**config.mk**
```make
export PLATFORM = sky130hd
export DESIGN_NAME = tmw_timer
export DESIGN_NICKNAME = d
export VERILOG_FILES = /design/src/verilog/tmw_pkg.sv /design/src/verilog/tmw_prescale.sv /design/src/verilog/tmw_timer.sv
export VERILOG_INCLUDE_DIRS = /design/src /design/src/verilog
export SDC_FILE = /design/constraint.sdc
export NUM_CORES = 1
export LEC_CHECK = 0
export BUFFER_PORTS_ARGS = -buffer_cell sky130_fd_sc_hd__buf_2
export CORE_MARGIN = 4
export CORE_UTILIZATION = 50
export CTS_CLUSTER_SIZE = 14
export DETAILED_ROUTE_END_ITERATION = 12
export PLACE_DENSITY = 0.7
export SLEW_MARGIN = 15
export SYNTH_ARGS = -nofsm -noshare
export SYNTH_HDL_FRONTEND = slang
export SYNTH_SLANG_ARGS = --single-unit
```
**constraint.sdc**
```tcl
create_clock -name clk_i -period 2.6 [get_ports clk_i]
set_input_delay 0.13 -clock clk_i [delete_from_list [all_inputs] [get_ports clk_i]]
set_output_delay 0.13 -clock clk_i [all_outputs]
set_load 0.02 [all_outputs]
```
**src/verilog/tmw_consts.svh**
```systemverilog
// Constants of the mode/control timer: offsets, fields, resets, counts.
// Assumes a 32-bit classic Wishbone bus with byte addresses.
//
// How it works
// - Run bit 7 of timer_mode stops all counting at 0, lets it at 1.
// - Bits 6 and 3 of timer_mode always read back as 1.
// - Mode bit 5 turns general_reg_d into the buffer of general_reg_b.
// - Mode bit 4 turns general_reg_c into the buffer of general_reg_a.
// - Mode bits 2, 1, 0 put channels D, C, B into pulse output mode.
// - Control bit 7 clears the count on match A, else it runs free.
// - Clock select 000/001/010/011 count clk, /2, /4, /8; 1XX events.
// - With clk selected, the subclock is counted in low-power modes.
// - Control bits 3..0 are the D..A pin levels, applied at once.
// - Channel A pin is compare output or capture input, never pulse.
// - Pins B..D are compare out, capture in, or pulse out if enabled.
// - The counter and the four general registers are 16 bits wide.
// - The wrap flag is set when the count rolls from ffff to 0000.

`ifndef TMW_CONSTS_SVH
`define TMW_CONSTS_SVH

// ----------------------------------------------------------------
// Register offsets
// ----------------------------------------------------------------
`define TMW_ADR_MODE   8'h00
`define TMW_ADR_CTRL   8'h04
`define TMW_ADR_COUNT  8'h08
`define TMW_ADR_GRA    8'h0c
`define TMW_ADR_STAT   8'h1c
`define TMW_ADR_IOSEL  8'h20

// ----------------------------------------------------------------
// Field positions and values
// ----------------------------------------------------------------
`define TMW_MODE_RUN   7
`define TMW_MODE_BUFD  5
`define TMW_MODE_BUFC  4
`define TMW_MODE_PULSE_MODE_CHAN_D  2
`define TMW_MODE_PULSE_MODE_CHAN_C  1
`define TMW_MODE_PULSE_MODE_CHAN_B  0
`define TMW_MODE_RSVD  8'h48
`define TMW_MODE_WMASK 8'hb7
`define TMW_CTRL_CLR   7
`define TMW_CKS_HI     6
`define TMW_CKS_LO     4
`define TMW_STAT_WRAP  7
`define TMW_MODE_RST   8'h00
`define TMW_CTRL_RST   8'h00
`define TMW_IOSEL_RST  4'h0
`define TMW_CNT_MAX    16'hffff
`define TMW_GR_RST     16'hffff

`endif

```
**src/verilog/tmw_pkg.sv**
```systemverilog
// Types shared by the timer files.
// Assumes tmw_consts.svh is on the include path.

package tmw_pkg;

    typedef logic [15:0] tmw_word_t;
    typedef logic [7:0]  tmw_addr_t;

    typedef enum logic [2:0] {
        TMW_SRC_FULL,
        TMW_SRC_DIV2,
        TMW_SRC_DIV4,
        TMW_SRC_DIV8,
        TMW_SRC_EXT
    } tmw_src_t;

    typedef struct packed {
        logic [7:0]      mode;
        logic [7:0]      ctrl;
        tmw_word_t       count;
        tmw_word_t [3:0] gr;
        logic            wrap;
        logic [3:0]      capsel;
        logic [3:0]      pin_prev;
        logic            ext_prev;
        logic            ack;
        logic [31:0]     dat;
    } tmw_state_t;

endpackage

```
**src/verilog/tmw_prescale.sv**
```systemverilog
// Free-running divider giving one-cycle enables at clk/2, /4 and /8.
// Assumes one clock and a synchronous active-high reset.

`timescale 1ns/1ps

module tmw_prescale #(
    parameter int DIV_W = 3
) (
    input  wire logic clk_i,
    input  wire logic rst_i,
    output logic      div2_o,
    output logic      div4_o,
    output logic      div8_o
);

    // ----------------------------------------------------------------
    // Divider
    // ----------------------------------------------------------------
    logic [DIV_W-1:0] cnt_reg;
    logic [DIV_W-1:0] cnt_next;

    // Three stages are the least that can make the /8 enable
    if (DIV_W < 3) begin : g_width_check
        $error("tmw_prescale: DIV_W must be at least 3");
    end

    always_comb begin
        cnt_next = cnt_reg + {{(DIV_W-1){1'b0}}, 1'b1};
    end

    always_ff @(posedge clk_i) begin
        if (rst_i) begin
            cnt_reg <= '0;
        end else begin
            cnt_reg <= cnt_next;
        end
    end

    // Enables fire once per period, all aligned on the same wrap
    assign div2_o = (cnt_reg[0] == 1'b1);
    assign div4_o = (cnt_reg[1:0] == 2'h3);
    assign div8_o = (cnt_reg[2:0] == 3'h7);

endmodule

```
**src/verilog/tmw_timer.sv**
```systemverilog
// Timer mode/control block with counter, four channels, Wishbone slave.
// Assumes pins and event inputs are synchronous to clk_i and that the
// subclock tick is a one-cycle enable made elsewhere.

`timescale 1ns/1ps

`include "tmw_consts.svh"

module tmw_timer (
    input  wire logic              clk_i,
    input  wire logic              rst_i,
    input  wire logic              cyc_i,
    input  wire logic              stb_i,
    input  wire logic              we_i,
    input  wire tmw_pkg::tmw_addr_t adr_i,
    input  wire logic [3:0]        sel_i,
    input  wire logic [31:0]       dat_i,
    output logic [31:0]            dat_o,
    output logic                   ack_o,
    input  wire logic              sub_mode_i,
    input  wire logic              subclk_tick_i,
    input  wire logic              ext_event_pin_i,
    input  wire logic              chan_a_pin_i,
    output logic                   chan_a_pin_o,
    output logic                   chan_a_pin_oe_o,
    input  wire logic              chan_b_pin_i,
    output logic                   chan_b_pin_o,
    output logic                   chan_b_pin_oe_o,
    input  wire logic              chan_c_pin_i,
    output logic                   chan_c_pin_o,
    output logic                   chan_c_pin_oe_o,
    input  wire logic              chan_d_pin_i,
    output logic                   chan_d_pin_o,
    output logic                   chan_d_pin_oe_o,
    output logic                   wrap_flag_o
);

    import tmw_pkg::*;

    // ----------------------------------------------------------------
    // Helpers
    // ----------------------------------------------------------------
    function automatic tmw_word_t wr16(input tmw_word_t old,
                                       input logic [31:0] d,
                                       input logic [3:0] s);
        tmw_word_t r;
        r = old;
        if (s[0]) begin
            r[7:0] = d[7:0];
        end
        if (s[1]) begin
            r[15:8] = d[15:8];
        end
        return r;
    endfunction

    function automatic tmw_src_t src_of(input logic [2:0] cks);
        tmw_src_t r;
        r = TMW_SRC_FULL;
        case (cks)
            3'h0: begin
                r = TMW_SRC_FULL;
            end
            3'h1: begin
                r = TMW_SRC_DIV2;
            end
            3'h2: begin
                r = TMW_SRC_DIV4;
            end
            3'h3: begin
                r = TMW_SRC_DIV8;
            end
            default: begin
                r = TMW_SRC_EXT;
            end
        endcase
        return r;
    endfunction

    function automatic logic gr_hit(input tmw_addr_t a, input int i);
        return a == (`TMW_ADR_GRA + 8'(i * 4));
    endfunction

    // ----------------------------------------------------------------
    // State
    // ----------------------------------------------------------------
    tmw_state_t st_reg;
    tmw_state_t st_next;

    logic       div2;
    logic       div4;
    logic       div8;
    logic [3:0] pin_in;
    logic       tick;
    logic       src_tick;
    logic       ext_rise;
    logic [3:0] match;
    logic [3:0] cap;
    logic [3:0] pwm;
    logic       buf_c;
    logic       buf_d;
    logic       req;
    logic       wr;
    logic       wrap_set;
    logic       wrap_clr;
    logic       clr_a;
    logic [31:0] rdata;

    tmw_prescale #(
        .DIV_W (3)
    ) u_prescale (
        .clk_i  (clk_i),
        .rst_i  (rst_i),
        .div2_o (div2),
        .div4_o (div4),
        .div8_o (div8)
    );

    assign pin_in = {chan_d_pin_i, chan_c_pin_i, chan_b_pin_i, chan_a_pin_i};
    assign buf_c  = st_reg.mode[`TMW_MODE_BUFC];
    assign buf_d  = st_reg.mode[`TMW_MODE_BUFD];
    // Channel A has no pulse mode
    assign pwm    = {st_reg.mode[`TMW_MODE_PULSE_MODE_CHAN_D],
                     st_reg.mode[`TMW_MODE_PULSE_MODE_CHAN_C],
                     st_reg.mode[`TMW_MODE_PULSE_MODE_CHAN_B], 1'b0};
    assign req    = cyc_i && stb_i && !st_reg.ack;
    assign wr     = req && we_i;

    // ----------------------------------------------------------------
    // Count source
    // ----------------------------------------------------------------
    // Event pin edge detect
    assign ext_rise = ext_event_pin_i && !st_reg.ext_prev;

    always_comb begin
        src_tick = 1'b0;
        case (src_of(st_reg.ctrl[`TMW_CKS_HI:`TMW_CKS_LO]))
            TMW_SRC_FULL: begin
                src_tick = sub_mode_i ? subclk_tick_i : 1'b1;
            end
            TMW_SRC_DIV2: begin
                src_tick = div2;
            end
            TMW_SRC_DIV4: begin
                src_tick = div4;
            end
            TMW_SRC_DIV8: begin
                src_tick = div8;
            end
            TMW_SRC_EXT: begin
                src_tick = ext_rise;
            end
            default: begin
                src_tick = 1'b0;
            end
        endcase
    end

    assign tick = st_reg.mode[`TMW_MODE_RUN] && src_tick;

    // ----------------------------------------------------------------
    // Match and capture events
    // ----------------------------------------------------------------
    // Buffer registers of C and D do no capture, and compare only to end a pulse
    always_comb begin
        for (int i = 0; i < 4; i++) begin
            match[i] = tick && !st_reg.capsel[i]
                       && (st_reg.count == st_reg.gr[i]);
            cap[i]   = st_reg.capsel[i] && pin_in[i] && !st_reg.pin_prev[i];
        end
        if (buf_c) begin
            match[2] = 1'b0;
            cap[2]   = 1'b0;
        end
        if (buf_d) begin
            match[3] = 1'b0;
            cap[3]   = 1'b0;
        end
    end

    assign clr_a    = st_reg.ctrl[`TMW_CTRL_CLR] && match[0];
    assign wrap_set = tick && !clr_a && (st_reg.count == `TMW_CNT_MAX);
    assign wrap_clr = wr && sel_i[0] && (adr_i == `TMW_ADR_STAT)
                      && !dat_i[`TMW_STAT_WRAP];

    // ----------------------------------------------------------------
    // Read mux
    // ----------------------------------------------------------------
    always_comb begin
        rdata = 32'h0000_0000;
        case (adr_i)
            `TMW_ADR_MODE: begin
                rdata[7:0] = st_reg.mode | `TMW_MODE_RSVD;
            end
            `TMW_ADR_CTRL: begin
                rdata[7:0] = st_reg.ctrl;
            end
            `TMW_ADR_COUNT: begin
                rdata[15:0] = st_reg.count;
            end
            `TMW_ADR_STAT: begin
                rdata[`TMW_STAT_WRAP] = st_reg.wrap;
            end
            `TMW_ADR_IOSEL: begin
                rdata[3:0] = st_reg.capsel;
            end
            default: begin
                for (int i = 0; i < 4; i++) begin
                    if (gr_hit(adr_i, i)) begin
                        rdata[15:0] = st_reg.gr[i];
                    end
                end
            end
        endcase
    end

    // ----------------------------------------------------------------
    // Next state
    // ----------------------------------------------------------------
    always_comb begin
        st_next          = st_reg;
        st_next.ack      = req;
        st_next.pin_prev = pin_in;
        st_next.ext_prev = ext_event_pin_i;
        if (req && !we_i) begin
            st_next.dat = rdata;
        end

        if (tick) begin
            st_next.count = clr_a ? 16'h0000 : st_reg.count + 16'h0001;
        end

        // Set wins over a clear in the same cycle
        st_next.wrap = wrap_set || (st_reg.wrap && !wrap_clr);

        // C reloads A on match A
        if (buf_c && match[0]) begin
            st_next.gr[0] = st_reg.gr[2];
        end
        // D reloads B on match B
        if (buf_d && match[1]) begin
            st_next.gr[1] = st_reg.gr[3];
        end

        for (int i = 0; i < 4; i++) begin
            if (cap[i]) begin
                st_next.gr[i] = st_reg.count;
            end
        end
        // Old A value moves to C on capture
        if (buf_c && cap[0]) begin
            st_next.gr[2] = st_reg.gr[0];
        end
        // Old B value moves to D on capture
        if (buf_d && cap[1]) begin
            st_next.gr[3] = st_reg.gr[1];
        end

        // Pin levels: toggle on own match, or pulse set/reset
        for (int i = 0; i < 4; i++) begin
            if (pwm[i] && !st_reg.capsel[i]) begin
                // Pulse: high at period, low at own match
                if (match[0]) begin
                    st_next.ctrl[i] = 1'b1;
                end
                if (tick && st_reg.count == st_reg.gr[i]) begin
                    st_next.ctrl[i] = 1'b0;
                end
            end else if (match[i]) begin
                st_next.ctrl[i] = !st_reg.ctrl[i];
            end
        end

        // Software writes win over hardware updates, except a wrap set over a status clear
        if (wr) begin
            case (adr_i)
                `TMW_ADR_MODE: begin
                    if (sel_i[0]) begin
                        st_next.mode = dat_i[7:0] & `TMW_MODE_WMASK;
                    end
                end
                `TMW_ADR_CTRL: begin
                    // Levels reach the pins at this edge
                    if (sel_i[0]) begin
                        st_next.ctrl = dat_i[7:0];
                    end
                end
                `TMW_ADR_COUNT: begin
                    st_next.count = wr16(st_reg.count, dat_i, sel_i);
                end
                `TMW_ADR_IOSEL: begin
                    if (sel_i[0]) begin
                        st_next.capsel = dat_i[3:0];
                    end
                end
                default: begin
                    for (int i = 0; i < 4; i++) begin
                        if (gr_hit(adr_i, i)) begin
                            st_next.gr[i] = wr16(st_reg.gr[i], dat_i, sel_i);
                        end
                    end
                end
            endcase
        end
    end

    // ----------------------------------------------------------------
    // Registers
    // ----------------------------------------------------------------
    always_ff @(posedge clk_i) begin
        if (rst_i) begin
            st_reg.mode     <= `TMW_MODE_RST;
            st_reg.ctrl     <= `TMW_CTRL_RST;
            st_reg.count    <= 16'h0000;
            st_reg.gr       <= {4{`TMW_GR_RST}};
            st_reg.wrap     <= 1'b0;
            st_reg.capsel   <= `TMW_IOSEL_RST;
            st_reg.pin_prev <= 4'h0;
            st_reg.ext_prev <= 1'b0;
            st_reg.ack      <= 1'b0;
            st_reg.dat      <= 32'h0000_0000;
        end else begin
            st_reg <= st_next;
        end
    end

    // ----------------------------------------------------------------
    // Outputs
    // ----------------------------------------------------------------
    assign dat_o           = st_reg.dat;
    assign ack_o           = st_reg.ack;
    assign wrap_flag_o     = st_reg.wrap;
    assign chan_a_pin_o    = st_reg.ctrl[0];
    assign chan_b_pin_o    = st_reg.ctrl[1];
    assign chan_c_pin_o    = st_reg.ctrl[2];
    assign chan_d_pin_o    = st_reg.ctrl[3];
    // Capture channels release the pin to the outside
    assign chan_a_pin_oe_o = !st_reg.capsel[0];
    assign chan_b_pin_oe_o = !st_reg.capsel[1];
    assign chan_c_pin_oe_o = !st_reg.capsel[2];
    assign chan_d_pin_oe_o = !st_reg.capsel[3];

endmodule

```
# Word level (Yosys, flattened, before mapping)
# Index checks and enable logic that the tools add are counted.
word_totals:
  ram_bits: 0
  in_bits: 56
  rom_bits: 0
  reg_bits: 124
  word_cells: 170
  out_inout_bits: 42
  latchBits: 0
  memories: 0
classes:
  n_shift: 0
  n_bitwise: 0
  multipliers: 0
  n_eq_ne: 32
  mux: 49
  addsub: 2
  reduce_logical: 67
  n_div: 0
  order_cmp: 0
op_table:
  columns: ["op", "n"]
  rows:
  - ["$mux 16", 19]
  - ["$mux 84", 1]
  - ["$eq 16x16->1", 4]
  - ["$mux 64", 1]
  - ["$logic_and 1x1->1", 39]
  - ["$eq 8x5->1 const B", 4]
  - ["$ne 4x4->1 const B", 8]
  - ["$pmux 3 s4", 2]
  - ["$pmux 4 s5", 1]
  - ["$logic_not 1->1", 18]
  - ["$mux 1", 18]
  - ["$add 16x1->16 const B", 1]
  - ["$eq 16x16->1 const B", 1]
  - ["$eq 8x4->1 const B", 2]
  - ["$mux 8", 2]
  - ["$pmux 8 s2", 1]
  - ["$eq 3x2->1 const B", 4]
  - ["$pmux 1 s5", 2]
  - ["$reduce_and 3->1", 3]
  - ["$eq 8x3->1 const B", 1]
  - ["$eq 8x6->1 const B", 1]
  - ["$logic_not 8->1", 1]
  - ["$mux 4", 2]
  - ["$reduce_or 4->1", 2]
  - ["8 further kinds", 12]

# Logic depth before layout (Yosys ltp)
# Gate-level depths: netlist of run 1.
logic_depth:
  ltp_word: 13
  ltp_mapped: 10
  depth_no_buf: 8

# Hierarchy
# A second synthesis of run 1 with hierarchy kept.
unflattened:
  cells_unflattened: 1155
  hier_area_um2: 8728.4
modules_own_cells:
  columns: ["module", "cells_each", "seq_area_each_um2", "instances", "area_per_inst_um2"]
  rows:
  - ["tmw_timer", 1147, 2422.3, 1, 8627.0]
  - ["tmw_prescale", 8, 60.1, 1, 101.3]

# Least setup slack after synthesis of run 1
# No wires, ideal clock.
synth_timing:
  path_kind: "flip-flop to flip-flop"
  startpoint: "reg u_prescale.cnt_reg[0]"
  endpoint: "reg st_reg (netlist bit chan_b_pin_o)"
  n_path_buf: 0
  stages_incl_launch_ff: 9
  t_required_ps: 2509
  synth_period_minus_slack_ps: 2279
  setup_time_ps: 91
  setup_slack_ps: 321
  arrival_time_ps: 2189
  path_cell_list: "dfxtp_1 ha_1 ha_1 mux2i_1 o211ai_1 o21ai_1 nor2_1 or4b_1 a311oi_1"
synth_via:
  elab_chain_len: 11
  word_cells_on_any_way: 16
  cone_classes: "2 x eq/ne; 8 x mux; 6 x reduce/logical"
synth_rtl:
  columns: ["item", "line", "text"]
  rows:
  - ["from (decl)", "tmw_prescale.sv:19", "logic [DIV_W-1:0] cnt_reg;"]
  - ["from (signal assigned)", "tmw_prescale.sv:35", "cnt_reg <= cnt_next;"]
  - ["$eq 3x3->1 or $eq 2x2->1 (tied branches)", "tmw_prescale.sv:42, tmw_prescale.sv:41", null]
  - ["$pmux 1 s5 (*)", "tmw_timer.sv:137", "case (src_of(st_reg.ctrl[`TMW_CKS_HI:`TMW_CKS_LO]))"]
  - ["$logic_and 1x1->1 (*)", "tmw_timer.sv:159", "assign tick = st_reg.mode[`TMW_MODE_RUN] && src_tick;"]
  - ["$logic_and 1x1->1", "tmw_timer.sv:167", "match[i] = tick && !st_reg.capsel[i]"]
  - ["$logic_and 1x1->1", "tmw_timer.sv:168", "&& (st_reg.count == st_reg.gr[i]);"]
  - ["$mux 1", "tmw_timer.sv:263", "if (match[0]) begin"]
  - ["$mux 1", "tmw_timer.sv:266", "if (tick && st_reg.count == st_reg.gr[i]) begin"]
  - ["$mux 1 (*)", "tmw_timer.sv:261", "if (pwm[i] && !st_reg.capsel[i]) begin"]
  - ["$mux 4", "tmw_timer.sv:284", "if (sel_i[0]) begin"]
  - ["$mux 4", "tmw_timer.sv:276", "case (adr_i)"]
  - ["$mux 84 (*)", "tmw_timer.sv:275", "if (wr) begin"]
  - ["to (signal assigned)", "tmw_timer.sv:323", "st_reg <= st_next;"]
  - ["to (decl)", "tmw_timer.sv:87", "tmw_state_t st_reg;"]
# Mark *: on every way between the ends. The rest lies on a longest branch, timed or not.
# A chain may end at the register's enable or synchronous reset.

# Worst setup path after layout of run 1
layout_timing:
  startpoint: "reg st_reg[108] (netlist name)"
  endpoint: "reg st_reg[59] (netlist name)"
layout_via:
  elab_chain_len: 8
layout_rtl:
  columns: ["item", "line", "text"]
  rows:
  - ["$eq 16x16->1 (*)", "tmw_timer.sv:168", null]
  - ["$logic_and 1x1->1 (*)", "tmw_timer.sv:168", null]
  - ["$logic_and 1x1->1 (*)", "tmw_timer.sv:241", "if (buf_d && match[1]) begin"]
  - ["$mux 16 (*)", "tmw_timer.sv:241", null]
  - ["$mux 16 (*)", "tmw_timer.sv:246", "if (cap[i]) begin"]
  - ["$mux 16", "tmw_timer.sv:298", "if (gr_hit(adr_i, i)) begin"]
  - ["$mux 64", "tmw_timer.sv:276", null]
  - ["$mux 84 (*)", "tmw_timer.sv:275", null]
# Marked as above.

==> reports/metrics.csv, run 1 <==
metric,value,unit
Setup crit end kind,register,
relative slew slack,35.8,%
critical-path cell list,xor2_1 > nor4_1 > nand4_1 > nor4b_4 > buf_4 > mux2i_1 > o21ai_0,
worst r2r src,st_reg[108],
cell count after placement,1385,
HPWL after DPL,22300,um
drt pass-1 iters,7,
Final Instance Area,10000,sq um
Mapped Avg Cell Area,7.55,sq um
Core ar.,16800,sq um
"antenna viol nets, final",0,
# nets final,1250,
first-pass GRT wire length,48900,um
hold_sp,dat_i[5],
Synth Cell Area,8660,sq um
Max Freq,415,MHz
Hold WS,0.0191,ns
I/O pins,98,
Tightest Pin Transition,0.962,ns
WP data required,2.90,ns
"reg-to-reg slack, setup",0.19,ns
library cells used by synthesis,72,
Clock transition at path regs,0.06,ns
Via density,6.56,
setup bufs post-CTS,0,
row cnt,47,
Starting Density,51.6,%
status,finished clean,
Post-synth ARST share,0,%
worst hold stages,3,
post-synthesis compound-gate area fraction,29.4,%
Final GP Congestion,1.03,
Worst Clk Skew,0.00896,ns
CTS tree,done,
clk root buf,clkbuf_16,
critical path data arrival time,2.71,ns
die extent in x,140,um
RR Endpoint,st_reg[59],
wire length on met2,13800,um
Max Slew Vio Count,0,
layout cells sized above 1,16.6,%
final wirelength,32100,um
kind of critical path,reg -> reg,
vias,9336,
fin crit share,92.6,%
DRC Markers,0,
register area share after synthesis,28.7,%
critical path's slowest cell,dfxtp_1,
DR iter-0 viols,1483,
Filler cells,1536,
Clock H-tree levels,4,
final cell count without fillers,1424,
crit path max fanout,9,
multiplexer area fraction after synthesis,6.19,%
reg2reg path depth,7,
Metal-1 WL,13200,um
Hold Fails Final Rpt,0,
initial antenna violation count,0,
largest net degree at the start of global routing,58,
CP peak stage delay,0.60,ns
placed inst area,9300,sq um
DR top layer,met4,
post-synthesis cell count,1147,
adder-cell share of the synthesized area,0.434,%
endpoints failing setup,0,
hold path endpoint,st_reg[128],
number of diodes,0,
clk buf depth,2,
Die ar.,19500,sq um
"most common cell after layout, fill and taps aside",o21ai_0,
Power per Cell Area,490,nW/um^2
leakage,4.13,nW
Hold Crit Class,in -> reg,
vias in the first global route,8472,
Max IR drop VDD,410,uV
ys flop type,dfxtp_1,
Die H,140,um
"Clk Latency, worst-skew pair",0.43,ns
"EDFF count, synth",0,
most frequent cells in the layout,"o21ai_0, dfxtp_1, nor2_1",
Max Cap Violations,0,
CTS Sinks,124,
CTS buffer count,17,
largest family of logic cells by synthesized area,compound AO/OA/AOI/OAI gates,
Post-Synth XOR/XNOR Area,6.88,%
gr usage total,31.7,%
met3 WL post-DR,3910,um
Ys Warns,0,
synth-to-layout area growth,15.5,%
simple logic cell fraction of the synthesized area,17.3,%
Wirelength per Cell,22.6,um
Setup TNS,0,ns
Synth Register Bits,124,
grt total ovfl,0,
PortBufs,63,
number of flip-flops in the largest register,94,
fin crit period,2.41,ns
Worst setup SP type,register,
==> stage by stage <==
step	setup slack (ns)	power, mW	util (%)
global route	-0.00172	5.01	59.7
global placement	0.302	2.39	55.5
CTS	0.177	4.89	59.6
detailed placement	0.190	2.39	55.5
floorplan	0.321	2.28	-
finish	0.193	4.90	59.7
==> report_power, final <==
group,internal (mW),total [mW],switching (mW)
logic,0.145,0.422,0.277
registers,1.93,1.95,0.0270
clock network,1.58,2.52,0.936
==> synthesized netlist by cell type (all sizes together) (6+ instances only) <==
cell type | number | area share, %
nand2b | 8 | 0.58
a22oi | 10 | 0.87
a221oi | 43 | 4.4
inv | 76 | 3.3
a211oi | 39 | 3.4
mux2i | 52 | 6.1
a211o | 32 | 3.2
nor2 | 115 | 5.1
nand2 | 68 | 2.9
o21ai | 135 | 7.8
clkbuf | 86 | 3.7
nand4 | 13 | 1.0
nor4 | 19 | 1.6
nand3 | 15 | 0.87
a311oi | 13 | 1.3
nor2b | 11 | 0.80
a32oi | 6 | 0.61
a31oi | 11 | 0.80
xor2 | 53 | 5.4
buf | 51 | 4.1
a21oi | 65 | 3.8
nor3 | 15 | 1.1
xnor2 | 15 | 1.5
dfxtp | 124 | 29
==> worst max-delay path, delay by kind of cell, from the launching register on <==
family	cells	cell delay (ns)
AOI/OAI and AO/OA	1	0.09
DFF	1	0.60
xor gates and xnor gates	1	0.12
buffers and inverters	1	0.27
and+or+nand+nor	3	0.97
muxes	1	0.22
==> how the worst max path moves through the flow <==
stage                               start            to  slack [ns]
floorplan           u_prescale.cnt_reg[0]  chan_b_pin_o        0.32
global placement    u_prescale.cnt_reg[0]    st_reg[70]        0.30
detailed placement  u_prescale.cnt_reg[0]    st_reg[67]        0.19
CTS                 u_prescale.cnt_reg[0]    st_reg[67]        0.18
global route        u_prescale.cnt_reg[0]    st_reg[59]      -0.002
finish                        st_reg[108]    st_reg[59]        0.19
==> timing repair <==
action                     in CTS  in global routing
gates resized for setup         0                  2
setup endpoints to repair       0                  4
hold buffers                    7                  0
hold endpoints to repair        8                  0
==> layout make-up <==
type / count / area (sq um) / area share, %
Tap cell: 220 / 275 / 2.75
Clock inverter: 10 / 138 / 1.38
Inverter: 76 / 285 / 2.85
Sequential cell: 124 / 2480 / 24.8
Clock buffer: 22 / 474 / 4.74
Timing Repair Buffer: 147 / 1020 / 10.2
Multi-Input combinational cell: 825 / 5320 / 53.2
==> per-layer routing <==
layer,up-vias,GRT usage (%)
li1,4189,-
met1,4392,43.9
met2,649,47.7
met3,106,7.24
met4,0,13.3
met5,-,0
==> cells by family after synthesis <==
kind of cell	count (synthesis)
flip-flops	124
other	1
XOR/XNOR	68
multiplexers	53
AO/OA/AOI/OAI	387
buffers and inverters	213
adder cells (fa/ha/maj)	3
AND/OR/NAND/NOR	298
No activity file was read; power rests on OpenSTA's default activity.
==> run 2, diff against run 1 <==
- ABC_AREA: default -> 1
==> run 2 against run 1 <==
  * Via count increased by 9.6%
  * Total power decreased by 7.8%
  * Area after synthesis increased by 4.5%
  * Register-to-register slack improved by 0.10 ns
  * Maximum frequency increased by 4.4%
  * Core utilization decreased by 2.2 points
  * Combinational power decreased by 30%
  * Critical path type unchanged
==> reports/metrics.csv, run 2 <==
metric,value,unit
status,finished clean,
CP Launch Point,u_prescale.cnt_reg[0],
critical path's slowest cell,nor2_1,
end of the critical path,st_reg[112],
largest net degree at the start of global routing,33,
synth-to-layout area growth,11.4,%
die extent in x,143,um
"Clk Latency, worst-skew pair",0.43,ns
endpoints failing setup,0,
number of diodes,0,
HPWL after DPL,24200,um
final wirelength,32600,um
clk root buf,clkbuf_16,
Core ar.,17500,sq um
final cell count without fillers,1776,
Hold Crit Class,in -> reg,
most frequent cell after synthesis,nand2_1,
Max Freq,434,MHz
kind of critical path,reg -> reg,
number of flip-flops in the largest register,94,
Via density,5.76,
unrepaired setup endpoints after global routing,false,
CTS tree,done,
Ys Warns,0,
WP data required,2.95,ns
PortBufs,63,
Starting Density,51.6,%
Max Cap Violations,0,
vias in the first global route,9128,
Final Instance Area,10100,sq um
Hold WS,0.0274,ns
Clock H-tree levels,4,
synth top area cells,"dfxtp_1, nand2_1, nor2_1",
register area share after synthesis,27.4,%
Power Total,4.52,mW
setup ws final,0.294,ns
I/O pins,98,
crit path max fanout,11,
relative slew slack,51.4,%
cell count after placement,1736,
Die H,143,um
CTS buffer count,17,
Die ar.,20300,sq um
DRC Markers,0,
critical path data arrival time,2.66,ns
Mapped Avg Cell Area,6.06,sq um
Tightest Pin Transition,0.729,ns
CP peak stage delay,0.38,ns
fin crit share,88.7,%
Worst setup SP type,register,
Post-synth ARST share,0,%
DR iter-0 viols,1384,
"most common cell after layout, fill and taps aside",nand2_1,
placed inst area,9450,sq um
setup bufs post-CTS,0,
initial antenna violation count,1,
post-synthesis cell count,1494,
Wirelength per Cell,18.3,um
Max IR drop VDD,430,uV
leakage,5.11,nW
ys flop type,dfxtp_1,
gr usage total,31.8,%
Final Util,57.5,%
clk buf depth,2,
reg2reg path depth,13,
"antenna viol nets, final",0,
Max Slew Vio Count,0,
layout cells sized above 1,12.4,%
Yosys top cell by area,dfxtp_1,
CTS Sinks,124,
Setup WS pre-CTS,0.193,ns
most frequent cells in the layout,"nand2_1, nor2_1, inv_1",
Synth Register Bits,124,
Clock transition at path regs,0.06,ns
drt pass-1 iters,6,
Setup TNS,0,ns
first-pass GRT wire length,50800,um
Worst Clk Skew,0.00967,ns
Hold Fails Final Rpt,0,
worst r2r src,u_prescale.cnt_reg[0],
fin crit period,2.31,ns
grt total ovfl,0,
Synth Cell Area,9050,sq um
Power per Cell Area,448,nW/um^2
critical-path cell list,ha_1 > ha_1 > inv_1 > nand2_1 > nand3_1 > nand3_1 > nand3_1 > nor2_4 > nand2_2 > nand2_1 > nor2_1 > nand2_1 > a21oi_1,
# nets final,1597,
"EDFF count, synth",0,
Final GP Congestion,1.01,
row cnt,48,
"reg-to-reg slack, setup",0.29,ns
vias,10200,
Setup crit end kind,register,
Post-synth top cells,"nand2_1, nor2_1, inv_1, o21ai_0, dfxtp_1",
library cells used by synthesis,44,
Synth top area share,27.4,%
RR Endpoint,st_reg[112],
## run 2: changes by cell type after synthesis, sizes merged, moves of 48 or more
cell	previous run	this run
nor2	115	203
clkbuf	86	38
inv	76	154
mux2i	52	0
nand3	15	103
nand2	68	390
## run 2: routing by layer
layer  wire length, um  track usage (%)  share of wire, %
met5                 0                0                 0
met4               943             10.8               2.9
met3              4090             6.59                13
met2             13500             46.5                41
met1             14100             46.6                43
## run 2: how the worst min path moves through the flow
stage / start / to / slack, ns / cells past startpoint
floorplan: ext_event_pin_i / st_reg[33] / 0.24 / 2
global placement: ext_event_pin_i / st_reg[33] / 0.35 / 3
detailed placement: chan_c_pin_i / st_reg[36] / 0.36 / 3
CTS: dat_i[0] / pwm[1] / 0.02 / 3
global route: dat_i[5] / buf_d / 0.04 / 3
finish: dat_i[6] / st_reg[129] / 0.03 / 3
## run 2: where the power goes
| group | internal [mW] | leakage (nW) | switching, mW | total, mW |
|---|---|---|---|---|
| Combinational | 0.0859 | 3.83 | 0.208 | 0.294 |
| Sequential | 1.92 | 1.01 | 0.0108 | 1.93 |
| Clock | 1.25 | 0.266 | 1.04 | 2.29 |
| Total | 3.26 | 5.11 | 1.26 | 4.52 |
## run 2: kinds of logic after synthesis
kind of cell | after synthesis | synth area share [%]
adder cells (fa/ha/maj) | 3 | 0.415
XOR/XNOR | 35 | 3.39
buffers and inverters | 263 | 13.3
AND/OR/NAND/NOR | 734 | 34.4
other | 1 | 0.0414
flip-flops | 124 | 27.4
AO/OA/AOI/OAI | 334 | 21.0
## run 2: final cells by class
cell class                      instances  area, sq um
Clock buffer                           17          425
Clock inverter                         15          129
Fill cell                            1733         7450
Inverter                              155          582
Multi-Input combinational cell       1122         5420
Sequential cell                       124         2480
Tap cell                              225          282
Timing Repair Buffer                  118          761
## run 2: what timing repair did
action | in CTS | in global routing
endpoints found under the hold margin | 9 | 0
hold buffers | 8 | 0
gates resized for setup | 0 | 1
endpoints found under the setup margin | 0 | 7
## run 2: critical path: cells and delay by family (launching register included)
kind,cells,cell delay [ns]
buf+inv,1,0.05
flops,1,0.32
simple gates,9,1.32
compound gates,1,0.14
fa+ha+maj,2,0.39
